`config.mk`:
```
export PLATFORM = sky130hd
export DESIGN_NAME = fbreg_core
export DESIGN_NICKNAME = d
export VERILOG_FILES = /design/src/fbreg_pkg.sv /design/src/fbreg_core.sv
export SDC_FILE = /design/constraint.sdc
export NUM_CORES = 2
export LEC_CHECK = 0
export BUFFER_PORTS_ARGS = -buffer_cell sky130_fd_sc_hd__buf_2
export CORE_MARGIN = 3
export CORE_UTILIZATION = 65
export DETAILED_ROUTE_END_ITERATION = 8
export PLACE_DENSITY_LB_ADDON = 0.15
export RECOVER_POWER = 100
export SLEW_MARGIN = 20
export SYNTH_ARGS = -nofsm -noshare
export SYNTH_HDL_FRONTEND = slang
export SYNTH_SLANG_ARGS = --single-unit
export TNS_END_PERCENT = 10
```
`constraint.sdc`:
```
create_clock -name sys_clk -period 21 [get_ports sys_clk]
set_input_delay 4.2 -clock sys_clk [delete_from_list [all_inputs] [get_ports sys_clk]]
set_output_delay 4.2 -clock sys_clk [all_outputs]
set_load 0.03 [all_outputs]
```
`src/fbreg_pkg.sv`:
```
// package for the process feedback regulator front end
// assumes fixed-point values in a 16-bit signed format with 8 fraction bits
package fbreg_pkg;
  // ==================================================
  // widths and fixed-point format
  localparam int VAL_W = 16; // process values, signed, 8 fraction bits
  localparam int FRAC_W = 8; // fraction bits of values and gain
  localparam int GAIN_W = 12; // gain, unsigned, 8 fraction bits
  localparam logic signed [VAL_W-1:0] VAL_MAX = 16'sh7fff;
  localparam logic signed [VAL_W-1:0] VAL_MIN = -16'sh7fff - 16'sh0001;
  // gain limits: 0.00 .. 10.00, default 0.01 (rounded to 3/256)
  localparam logic [GAIN_W-1:0] GAIN_MAX = 12'ha00;
  localparam logic [GAIN_W-1:0] GAIN_RST = 12'h003;
  // ==================================================
  // selector codes
  localparam logic SHAPE_LINEAR = 1'b0;
  localparam logic SHAPE_SQRT = 1'b1;
  localparam logic [2:0] CMB_MIN = 3'h0;
  localparam logic [2:0] CMB_MAX = 3'h1;
  localparam logic [2:0] CMB_SUM = 3'h2;
  localparam logic [2:0] CMB_DIFF = 3'h3;
  localparam logic [2:0] CMB_AVG = 3'h4;
  localparam logic [2:0] CMB_ZLOW = 3'h5;
  localparam logic [2:0] CMB_ZHIGH = 3'h6;
  localparam logic [2:0] CMB_RST = CMB_MAX;
  localparam logic DIR_NORMAL = 1'b0;
  localparam logic CFG_CLOSED = 1'b1;
  // ==================================================
  // reset values
  localparam logic signed [VAL_W-1:0] SETPOINT_RST = 16'sh0000;
  localparam logic signed [VAL_W-1:0] FREQ_RST = 16'sh0000;
  // loop phase, one-hot
  typedef enum logic [2:0] {
    PH_IDLE = 3'b001,
    PH_RAMP = 3'b010,
    PH_CLOSED = 3'b100
  } phase_e;
endpackage : fbreg_pkg

```
`src/fbreg_core.sv`:
```
// process feedback regulator front end: shaping, combine, setpoint, P term
// assumes all inputs are synchronous to sys_clk; ctl_tick is a one-cycle enable
`timescale 1ns/100ps
module fbreg_core
  import fbreg_pkg::*;
(
  input wire logic sys_clk,
  input wire logic rstn,
  input wire logic ctl_tick, // control tick enable
  input wire logic loop_closed_cfg, // configuration: 1 closed loop
  input wire logic start_cmd, // run request level
  input wire logic feedback_shaping_select,
  input wire logic [2:0] dual_input_combine_mode,
  input wire logic regulator_direction,
  input wire logic integrator_clamp_enable,
  input wire logic signed [VAL_W-1:0] loop_entry_frequency,
  input wire logic [GAIN_W-1:0] proportional_factor,
  input wire logic signed [VAL_W-1:0] bus_feedback_one,
  input wire logic signed [VAL_W-1:0] bus_feedback_two,
  input wire logic signed [VAL_W-1:0] analog_feedback_one,
  input wire logic signed [VAL_W-1:0] analog_feedback_two,
  input wire logic signed [VAL_W-1:0] setpoint_one,
  input wire logic signed [VAL_W-1:0] setpoint_two,
  input wire logic signed [VAL_W-1:0] ref_min,
  input wire logic signed [VAL_W-1:0] ref_max,
  input wire logic signed [VAL_W-1:0] remote_reference,
  input wire logic signed [VAL_W-1:0] ramp_frequency, // ramp generator output
  input wire logic signed [VAL_W-1:0] actual_frequency,
  input wire logic current_limit,
  input wire logic voltage_limit,
  input wire logic frequency_limit,
  output logic signed [VAL_W-1:0] feedback_value,
  output logic signed [VAL_W-1:0] resulting_reference,
  output logic signed [VAL_W-1:0] deviation,
  output logic signed [VAL_W-1:0] prop_term,
  output logic signed [VAL_W-1:0] frequency_demand,
  output logic regulator_active
);
  // ==================================================
  // state
  typedef struct packed {
    phase_e phase; // loop phase
    logic [2:0] mode; // accepted combine mode
    logic held; // disengaged after anti-windup clamp
    logic signed [VAL_W-1:0] fb; // effective feedback
    logic signed [VAL_W-1:0] rref; // resulting reference
    logic signed [VAL_W-1:0] dev; // deviation
    logic signed [VAL_W-1:0] prop; // proportional term
    logic signed [VAL_W+7:0] integ; // integrator, wide to carry windup
    logic signed [VAL_W-1:0] freq; // output demand
  } state_s;

  state_s st_reg;
  state_s st_next;

  // ==================================================
  // helpers
  // saturate a wide signed value into the value format
  function automatic logic signed [VAL_W-1:0] sat(input logic signed [VAL_W+15:0] v);
    if (v > 32'(VAL_MAX)) begin
      sat = VAL_MAX;
    end else if (v < 32'(VAL_MIN)) begin
      sat = VAL_MIN;
    end else begin
      sat = v[VAL_W-1:0];
    end
  endfunction : sat

  // integer square root in the value format; negative input reads as zero
  function automatic logic signed [VAL_W-1:0] fx_sqrt(input logic signed [VAL_W-1:0] v);
    logic [23:0] rad;
    logic [11:0] root;
    logic [11:0] trial;
    rad = (v < 0) ? 24'h000000 : {v[VAL_W-2:0], 9'h000} >> 1;
    root = 12'h000;
    for (int b = 11; b >= 0; b--) begin
      trial = root | (12'h001 << b);
      if (24'(trial) * 24'(trial) <= rad) begin
        root = trial;
      end
    end
    fx_sqrt = VAL_W'(root);
  endfunction : fx_sqrt

  // ==================================================
  // combinational datapath
  logic signed [VAL_W-1:0] ch1, ch2, fb1, fb2, sp1, sp2, e1, e2, dev_raw;
  logic signed [VAL_W-1:0] fb_sel, ref_base;
  logic limited;

  always_comb begin
    st_next = st_reg;
    // channels: bus value plus analog input, saturated
    ch1 = sat(32'(bus_feedback_one) + 32'(analog_feedback_one));
    ch2 = sat(32'(bus_feedback_two) + 32'(analog_feedback_two));
    // shaping per channel; square root applies to the summed bus plus analog value of each channel
    fb1 = (feedback_shaping_select == SHAPE_SQRT) ? fx_sqrt(ch1) : ch1;
    fb2 = (feedback_shaping_select == SHAPE_SQRT) ? fx_sqrt(ch2) : ch2;
    // setpoints held inside the reference window
    sp1 = (setpoint_one < ref_min) ? ref_min :
          (setpoint_one > ref_max) ? ref_max : setpoint_one;
    sp2 = (setpoint_two < ref_min) ? ref_min :
          (setpoint_two > ref_max) ? ref_max : setpoint_two;
    e1 = sat(32'(sp1) - 32'(fb1));
    e2 = sat(32'(sp2) - 32'(fb2));
    ref_base = sp1; // setpoint one is the default comparison base
    fb_sel = fb1;
    case (st_reg.mode)
      CMB_MIN: fb_sel = (fb1 < fb2) ? fb1 : fb2;
      CMB_MAX: fb_sel = (fb1 > fb2) ? fb1 : fb2;
      CMB_SUM: fb_sel = sat(32'(fb1) + 32'(fb2));
      CMB_DIFF: fb_sel = sat(32'(fb2) - 32'(fb1));
      CMB_AVG: fb_sel = VAL_W'((17'(fb1) + 17'(fb2)) >>> 1);
      CMB_ZLOW: begin
        // signed compare makes any positive error beat any negative one
        // zone two only counts in closed loop; open loop stays on setpoint one
        if (e2 > e1 && loop_closed_cfg == CFG_CLOSED) begin
          fb_sel = fb2;
          ref_base = sp2;
        end
      end
      CMB_ZHIGH: begin
        if (e2 < e1 && loop_closed_cfg == CFG_CLOSED) begin
          fb_sel = fb2;
          ref_base = sp2;
        end
      end
      default: fb_sel = (fb1 > fb2) ? fb1 : fb2;
    endcase
    // accept only legal mode codes; an illegal write keeps the last mode
    if (ctl_tick && dual_input_combine_mode <= CMB_ZHIGH) begin
      st_next.mode = dual_input_combine_mode;
    end
    // normal: error grows as feedback falls; inverse flips the sign in closed loop only
    dev_raw = sat(32'(ref_base) + 32'(remote_reference) - 32'(fb_sel));
    if (regulator_direction != DIR_NORMAL && loop_closed_cfg == CFG_CLOSED) begin
      dev_raw = sat(-32'(dev_raw));
    end
    limited = current_limit | voltage_limit | frequency_limit;

    if (ctl_tick) begin
      st_next.fb = fb_sel;
      st_next.rref = sat(32'(ref_base) + 32'(remote_reference));
      st_next.dev = dev_raw;
      case (st_reg.phase)
        PH_IDLE: begin
          st_next.freq = FREQ_RST;
          st_next.integ = '0;
          st_next.held = 1'b0;
          if (start_cmd) begin
            st_next.phase = PH_RAMP;
          end
        end
        PH_RAMP: begin
          // follow the ramp open loop; current limit holds us here
          st_next.freq = ramp_frequency;
          if (!start_cmd) begin
            st_next.phase = PH_IDLE;
          end else if (loop_closed_cfg == CFG_CLOSED && !current_limit &&
                       ramp_frequency >= loop_entry_frequency) begin
            st_next.phase = PH_CLOSED;
            st_next.integ = 24'(actual_frequency) <<< FRAC_W;
          end
        end
        PH_CLOSED: begin
          st_next.prop = sat(32'((40'(dev_raw) * 40'($signed({1'b0, proportional_factor})))
                             >>> FRAC_W));
          if (!start_cmd || loop_closed_cfg != CFG_CLOSED) begin
            st_next.phase = PH_IDLE;
          end else if (integrator_clamp_enable && limited) begin
            // track the real output so no windup builds up
            st_next.integ = 24'(actual_frequency) <<< FRAC_W;
            st_next.held = 1'b1;
          end else if (st_reg.held) begin
            // re-engage on zero deviation or sign change
            if (dev_raw == 0 || (dev_raw[VAL_W-1] != st_reg.dev[VAL_W-1])) begin
              st_next.held = 1'b0;
            end
          end else begin
            // keeps integrating while limited when clamp is off
            st_next.integ = st_reg.integ + 24'(dev_raw);
          end
          if (!(integrator_clamp_enable && limited)) begin
            st_next.freq = sat(32'(st_reg.integ >>> FRAC_W) + 32'(st_next.prop));
          end else begin
            st_next.freq = actual_frequency;
          end
        end
        default: st_next.phase = PH_IDLE;
      endcase
    end
  end

  // ==================================================
  // state register
  always_ff @(posedge sys_clk or negedge rstn) begin
    if (!rstn) begin
      st_reg <= '{phase: PH_IDLE, mode: CMB_RST, held: 1'b0, fb: '0, rref: '0,
                  dev: '0, prop: '0, integ: '0, freq: FREQ_RST};
    end else begin
      st_reg <= st_next;
    end
  end

  assign feedback_value = st_reg.fb;
  assign resulting_reference = st_reg.rref;
  assign deviation = st_reg.dev;
  assign prop_term = st_reg.prop;
  assign frequency_demand = st_reg.freq;
  assign regulator_active = (st_reg.phase == PH_CLOSED) && !st_reg.held;

  // ==================================================
  // checks
  a_mode_legal: assert property (@(posedge sys_clk) disable iff (!rstn)
    st_reg.mode <= CMB_ZHIGH) else $error("combine mode out of range");
  a_ramp_follow: assert property (@(posedge sys_clk) disable iff (!rstn)
    ctl_tick && st_reg.phase == PH_RAMP && start_cmd |=> frequency_demand == $past(ramp_frequency))
    else $error("ramp not followed");
  a_climit_blocks: assert property (@(posedge sys_clk) disable iff (!rstn)
    ctl_tick && st_reg.phase == PH_RAMP && current_limit |=> st_reg.phase != PH_CLOSED)
    else $error("closed loop entered at current limit");
  a_clamp_load: assert property (@(posedge sys_clk) disable iff (!rstn)
    ctl_tick && st_reg.phase == PH_CLOSED && start_cmd && loop_closed_cfg &&
    integrator_clamp_enable && limited |=> st_reg.held && frequency_demand == $past(actual_frequency))
    else $error("anti-windup did not load");
  a_held_idle: assert property (@(posedge sys_clk) disable iff (!rstn)
    st_reg.held |-> !regulator_active) else $error("regulator engaged while held");
  a_mode_max: assert property (@(posedge sys_clk) disable iff (!rstn)
    ctl_tick && st_reg.mode == CMB_MAX |=> feedback_value >= $past(fb1) && feedback_value >= $past(fb2))
    else $error("maximum mode wrong");
  a_mode_min: assert property (@(posedge sys_clk) disable iff (!rstn)
    ctl_tick && st_reg.mode == CMB_MIN |=> feedback_value <= $past(fb1) && feedback_value <= $past(fb2))
    else $error("minimum mode wrong");
  a_sp_window: assert property (@(posedge sys_clk) disable iff (!rstn)
    ref_min <= ref_max |-> sp1 >= ref_min && sp1 <= ref_max) else $error("setpoint outside");
  c_close: cover property (@(posedge sys_clk) disable iff (!rstn) st_reg.phase == PH_CLOSED);
  c_held: cover property (@(posedge sys_clk) disable iff (!rstn) st_reg.held);
  c_zone2: cover property (@(posedge sys_clk) disable iff (!rstn)
    st_reg.mode == CMB_ZLOW && e2 > e1);
endmodule : fbreg_core

```
==> results.sh, run 1 <==
export IMPL_status="did not finish"
export IMPL_failing_step="global routing (5_1_grt)"
export IMPL_error_line="[ERROR GRT-0116] Global routing finished with congestion. Check the congestion regions in the DRC Viewer."
export IMPL_io_buffers=298
export IMPL_synthFlopType="dfrtp_1"
export IMPL_detailedPlace_worstSlack_ns=-55.60
export IMPL_grt_pass1_vias=81800
export IMPL_clock_path_buffers=2
export IMPL_ys_top_cells_by_count="inv_1 (1138), ha_1 (1047), fa_1 (579)"
export IMPL_synth_area_leaders="ha_1 (24%), fa_1 (21%), inv_1 (7.8%)"
export IMPL_synth_largest_area_cell="ha_1"
export IMPL_yosysSeqAreaShare_pct=5.09
export IMPL_gp_congestion=1.03
export IMPL_dieWidth_um=296
export IMPL_dieHeight_um=296
export IMPL_grt_pass1_wl_um=518000
export IMPL_h_tree_depth=3
export IMPL_synth_cell_type_count=108
export IMPL_ys_warn_count=0
export IMPL_cts_buffers_inserted=9
export IMPL_synth_compound_area_share_pct=18.9
export IMPL_cts_sinks=111
export IMPL_yosysMostFrequentCell="inv_1"
export IMPL_syn_avg_cell_area_sq_um=8.17
export IMPL_grt_ovfl_total=580
export IMPL_async_reset_ff_share_pct=100
export IMPL_synth_top_family_by_area="adder cells"
export IMPL_synth_cells=6683
export IMPL_synth_xor_area_share_pct=5.47
export IMPL_synth_simple_area_share_pct=14.1
export IMPL_synthAdderAreaFrac_pct=45.3
export IMPL_hpwl_um=190000
export IMPL_ios=299
export IMPL_synth_fp_nets=8527
export IMPL_grt_max_degree=68
export IMPL_syn_area_sq_um=54600
export IMPL_synth_seq_cells=111
export IMPL_yosys_area_top_type_share_pct=24.0
export IMPL_grtUsageTotal_pct=76.6
export IMPL_synth_edf_count=0
export IMPL_floorplan_initialDensity_pct=66.1
export IMPL_muxShareOfSynthArea_pct=0.811
export IMPL_cts_root_buf="clkbuf_16"
export IMPL_rows=105
-- what timing repair did --
item	in CTS
hold buffers	0
buffers inserted	220
pin swaps	459
setup endpoints to repair	105
gates resized for setup	465
cloned	1
endpoints found under the hold margin	0
-- stage by stage --
stage / hold WS [ns] / util (%) / cell area [sq um] / TNS, ns / cells
floorplan: 0.450 / - / 57100 / -4517.29 / 6683
global placement: 0.459 / 86.8 / 71800 / -4831.20 / 9557
detailed placement: 0.468 / 86.8 / 71800 / -5112.79 / 9557
CTS: 0.487 / 91.6 / 75700 / -4669.04 / 9792
-- per-layer routing --
metal	overflow	GRT usage [%]
met3	22	60.3
met4	201	77.2
met5	0	36.8
met1	16	75.0
met2	341	94.8
-- kinds of logic after synthesis --
group	count (synthesis)
fa+ha+maj	1629
simple gates	1589
compound gates	1556
buf+inv	1415
xor+xnor	340
flops	111
mux	43
==> run 2: changes to the inputs <==
--- a/config.mk
+++ b/config.mk
@@ -7,7 +7,7 @@
 export LEC_CHECK = 0
 export BUFFER_PORTS_ARGS = -buffer_cell sky130_fd_sc_hd__buf_2
 export CORE_MARGIN = 3
-export CORE_UTILIZATION = 65
+export CORE_UTILIZATION = 40
 export DETAILED_ROUTE_END_ITERATION = 8
 export PLACE_DENSITY_LB_ADDON = 0.15
 export RECOVER_POWER = 100
==> run 2 against run 1 <==
The flow now finishes, with violations (capacitance limit, slew limit, setup timing). Synthesized area stayed put. Synthesized cell count stayed put.
==> results.sh, run 2 <==
export IMPL_hold_violations=0
export IMPL_floorplan_initialDensity_pct=40.6
export IMPL_cts_buffers_inserted=9
export IMPL_cp_arrival_ns=72.07
export IMPL_min_delay_start="prop_term[3]$_DFFE_PN0P_"
export IMPL_ios=299
export IMPL_syn_area_sq_um=54600
export IMPL_grtUsageTotal_pct=28.4
export IMPL_worstRegToRegCells=85
export IMPL_hpwl_um=174000
export IMPL_rows=134
export IMPL_cts_root_buf="clkbuf_16"
export IMPL_drt_vias_per_instance=5.26
export IMPL_ys_warn_count=0
export IMPL_layout_commonest_cell="buf_4"
export IMPL_hp_class="flop to flop"
export IMPL_synth_cells=6683
export IMPL_dieWidth_um=375
export IMPL_cts_sinks=111
export IMPL_grt_ovfl_total=0
export IMPL_cp_end_kind="flop"
export IMPL_path_class="input port to flop"
export IMPL_dieHeight_um=375
export IMPL_syn_avg_cell_area_sq_um=8.17
export IMPL_seqCellArea_sq_um=2780
export IMPL_yosysMostFrequentCell="inv_1"
export IMPL_yosys_area_top_type_share_pct=24.0
export IMPL_setup_viol=105
export IMPL_clock_path_buffers=2
export IMPL_synth_edf_count=0
export IMPL_holdPathEnd="prop_term[3]$_DFFE_PN0P_"
export IMPL_cp_max_fo=7
export IMPL_wl_per_cell_um=19.5
export IMPL_synthFlopType="dfrtp_1"
export IMPL_routed_wirelength_um=206000
export IMPL_status="finished, violations left"
export IMPL_synth_area_leaders="ha_1 (24%), fa_1 (21%), inv_1 (7.8%)"
export IMPL_synth_fp_nets=8527
export IMPL_finalCritPeriodShare_pct=342
export IMPL_largest_register_ffs=31
export IMPL_layout_common_cells="buf_4 (1959), inv_1 (1037), ha_1 (884)"
export IMPL_startpoint_type="input port"
export IMPL_dpl_cell_area_sq_um=72900
export IMPL_clock_skew_ns=0.0239
export IMPL_antenna_found_initial=12
export IMPL_cp_common_cell="ha_4"
export IMPL_die_area_sq_um=141000
export IMPL_min_period_ns=71.79
export IMPL_worst_pin_slew_ns=3.92
export IMPL_synth_largest_area_cell="ha_1"
export IMPL_drcViolationCount=0
export IMPL_yosysSeqAreaShare_pct=5.09
export IMPL_clock_latency_ns=0.41
export IMPL_grt_max_degree=66
export IMPL_gp_congestion=0.970
export IMPL_crit_slowest_cell="fa_2"
export IMPL_core_sq_um=134000
export IMPL_layout_area_overhead_vs_synth_pct=43.2
export IMPL_rsz0062_at_grt="true"
export IMPL_hold_depth=2
export IMPL_synth_seq_cells=111
export IMPL_worst_r2r_endpoint="frequency_demand[7]$_DFFE_PN0P_"
export IMPL_async_reset_ff_share_pct=100
export IMPL_slew_violations=167
export IMPL_grt_pass1_wl_um=317000
export IMPL_dr_pass1_iters=6
export IMPL_clk_pin_slew_ns=0.09
export IMPL_grt_pass1_vias=56700
export IMPL_reg2reg_slack_ns=4.86
export IMPL_fmax_mhz=13.9
export IMPL_ant_nets=0
export IMPL_fin_area_sq_um=78100
export IMPL_drive_above_1_share_pct=36.7
export IMPL_io_buffers=298
export IMPL_final_cells=10600
export IMPL_multi_input_area_sq_um=51300
export IMPL_dp_cells=10300
export IMPL_r2r_start="st_reg[105]$_DFFE_PN1P_"
export IMPL_drt_initial_drc_count=3484
export IMPL_fin_ws_ns=-50.79
export IMPL_vias=55500
export IMPL_cts_tree="yes"
export IMPL_nFillCells=12200
export IMPL_max_cap_viol_count=4
export IMPL_ys_top_cells_by_count="inv_1 (1138), ha_1 (1047), fa_1 (579)"
export IMPL_h_tree_depth=3
export IMPL_slew_headroom_pct=-162
export IMPL_violations="capacitance limit, slew limit, setup timing"
export IMPL_fin_nets=10600
export IMPL_cp_required_ns=21.29
export IMPL_synth_cell_type_count=108
export IMPL_tns_ns=-4612.37
export IMPL_max_stage_delay_ns=0.61
## run 2: cell counts after synthesis
No cell type changed its count.
## run 2: final cells by class
cell class / count / area share, %
diodes: 5 / 0.0160
well taps: 1768 / 2.83
repair buffers: 2337 / 21.9
clock inverters: 7 / 0.114
flip-flops and latches: 111 / 3.56
clock buffers: 9 / 0.288
multi-input cells: 5161 / 65.6
inverters: 1152 / 5.66
## run 2: per-layer routing
| metal | share of wire [%] | global-route usage (%) |
|---|---|---|
| met2 | 48 | 48.9 |
| met1 | 44 | 38.1 |
| met4 | 3.4 | 8.19 |
| met3 | 4.6 | 2.36 |
| met5 | 0.017 | 0 |
## run 2: cell families after synthesis
group / share of synthesized area (%)
simple gates: 14.1
buf+inv: 10.3
fa+ha+maj: 45.3
xor+xnor: 5.47
flops: 5.09
mux: 0.811
compound gates: 18.9
## run 2: through the flow
stage	setup WS [ns]	hold WS, ns	utilization, %
after floorplan	-49.91	0.450	-
after global placement	-53.58	0.462	54.2
after detailed placement	-54.38	0.473	54.2
after CTS	-50.51	0.494	56.3
after global routing	-54.03	0.515	58.1
final	-50.79	0.490	58.1
## run 2: how the worst max path moves through the flow
| stage | slack (ns) | depth (start not counted) | end | from |
|---|---|---|---|---|
| after floorplan | -49.91 | 353 | frequency_demand[13]$_DFFE_PN0P_ | bus_feedback_one[0] |
| after global placement | -53.58 | 330 | frequency_demand[11]$_DFFE_PN0P_ | analog_feedback_two[0] |
| after detailed placement | -54.38 | 331 | frequency_demand[9]$_DFFE_PN0P_ | analog_feedback_two[0] |
| after CTS | -50.51 | 350 | frequency_demand[14]$_DFFE_PN0P_ | analog_feedback_two[0] |
| after global routing | -54.03 | 355 | frequency_demand[14]$_DFFE_PN0P_ | analog_feedback_one[0] |
| final | -50.79 | 347 | frequency_demand[7]$_DFFE_PN0P_ | analog_feedback_two[0] |
## run 2: critical path: cells and delay by family
kind            cells  cell delay, ns
fa+ha+maj          84           29.65
buf+inv            53            4.21
xor+xnor           11            1.41
mux                 3            0.67
simple gates       71           11.09
compound gates    125           20.75
## run 2: repair_timing
action | 4_1_cts | 5_1_grt
gates resized for setup | 345 | 378
hold buffers | 0 | 0
setup endpoints to repair | 105 | 105
buffers inserted | 140 | 103
pin swaps | 324 | 500
gates cloned | 3 | 2
Power of run 2 is not shown: default switching activity piles up to over one toggle a cycle in this logic, so the estimate is an artifact.
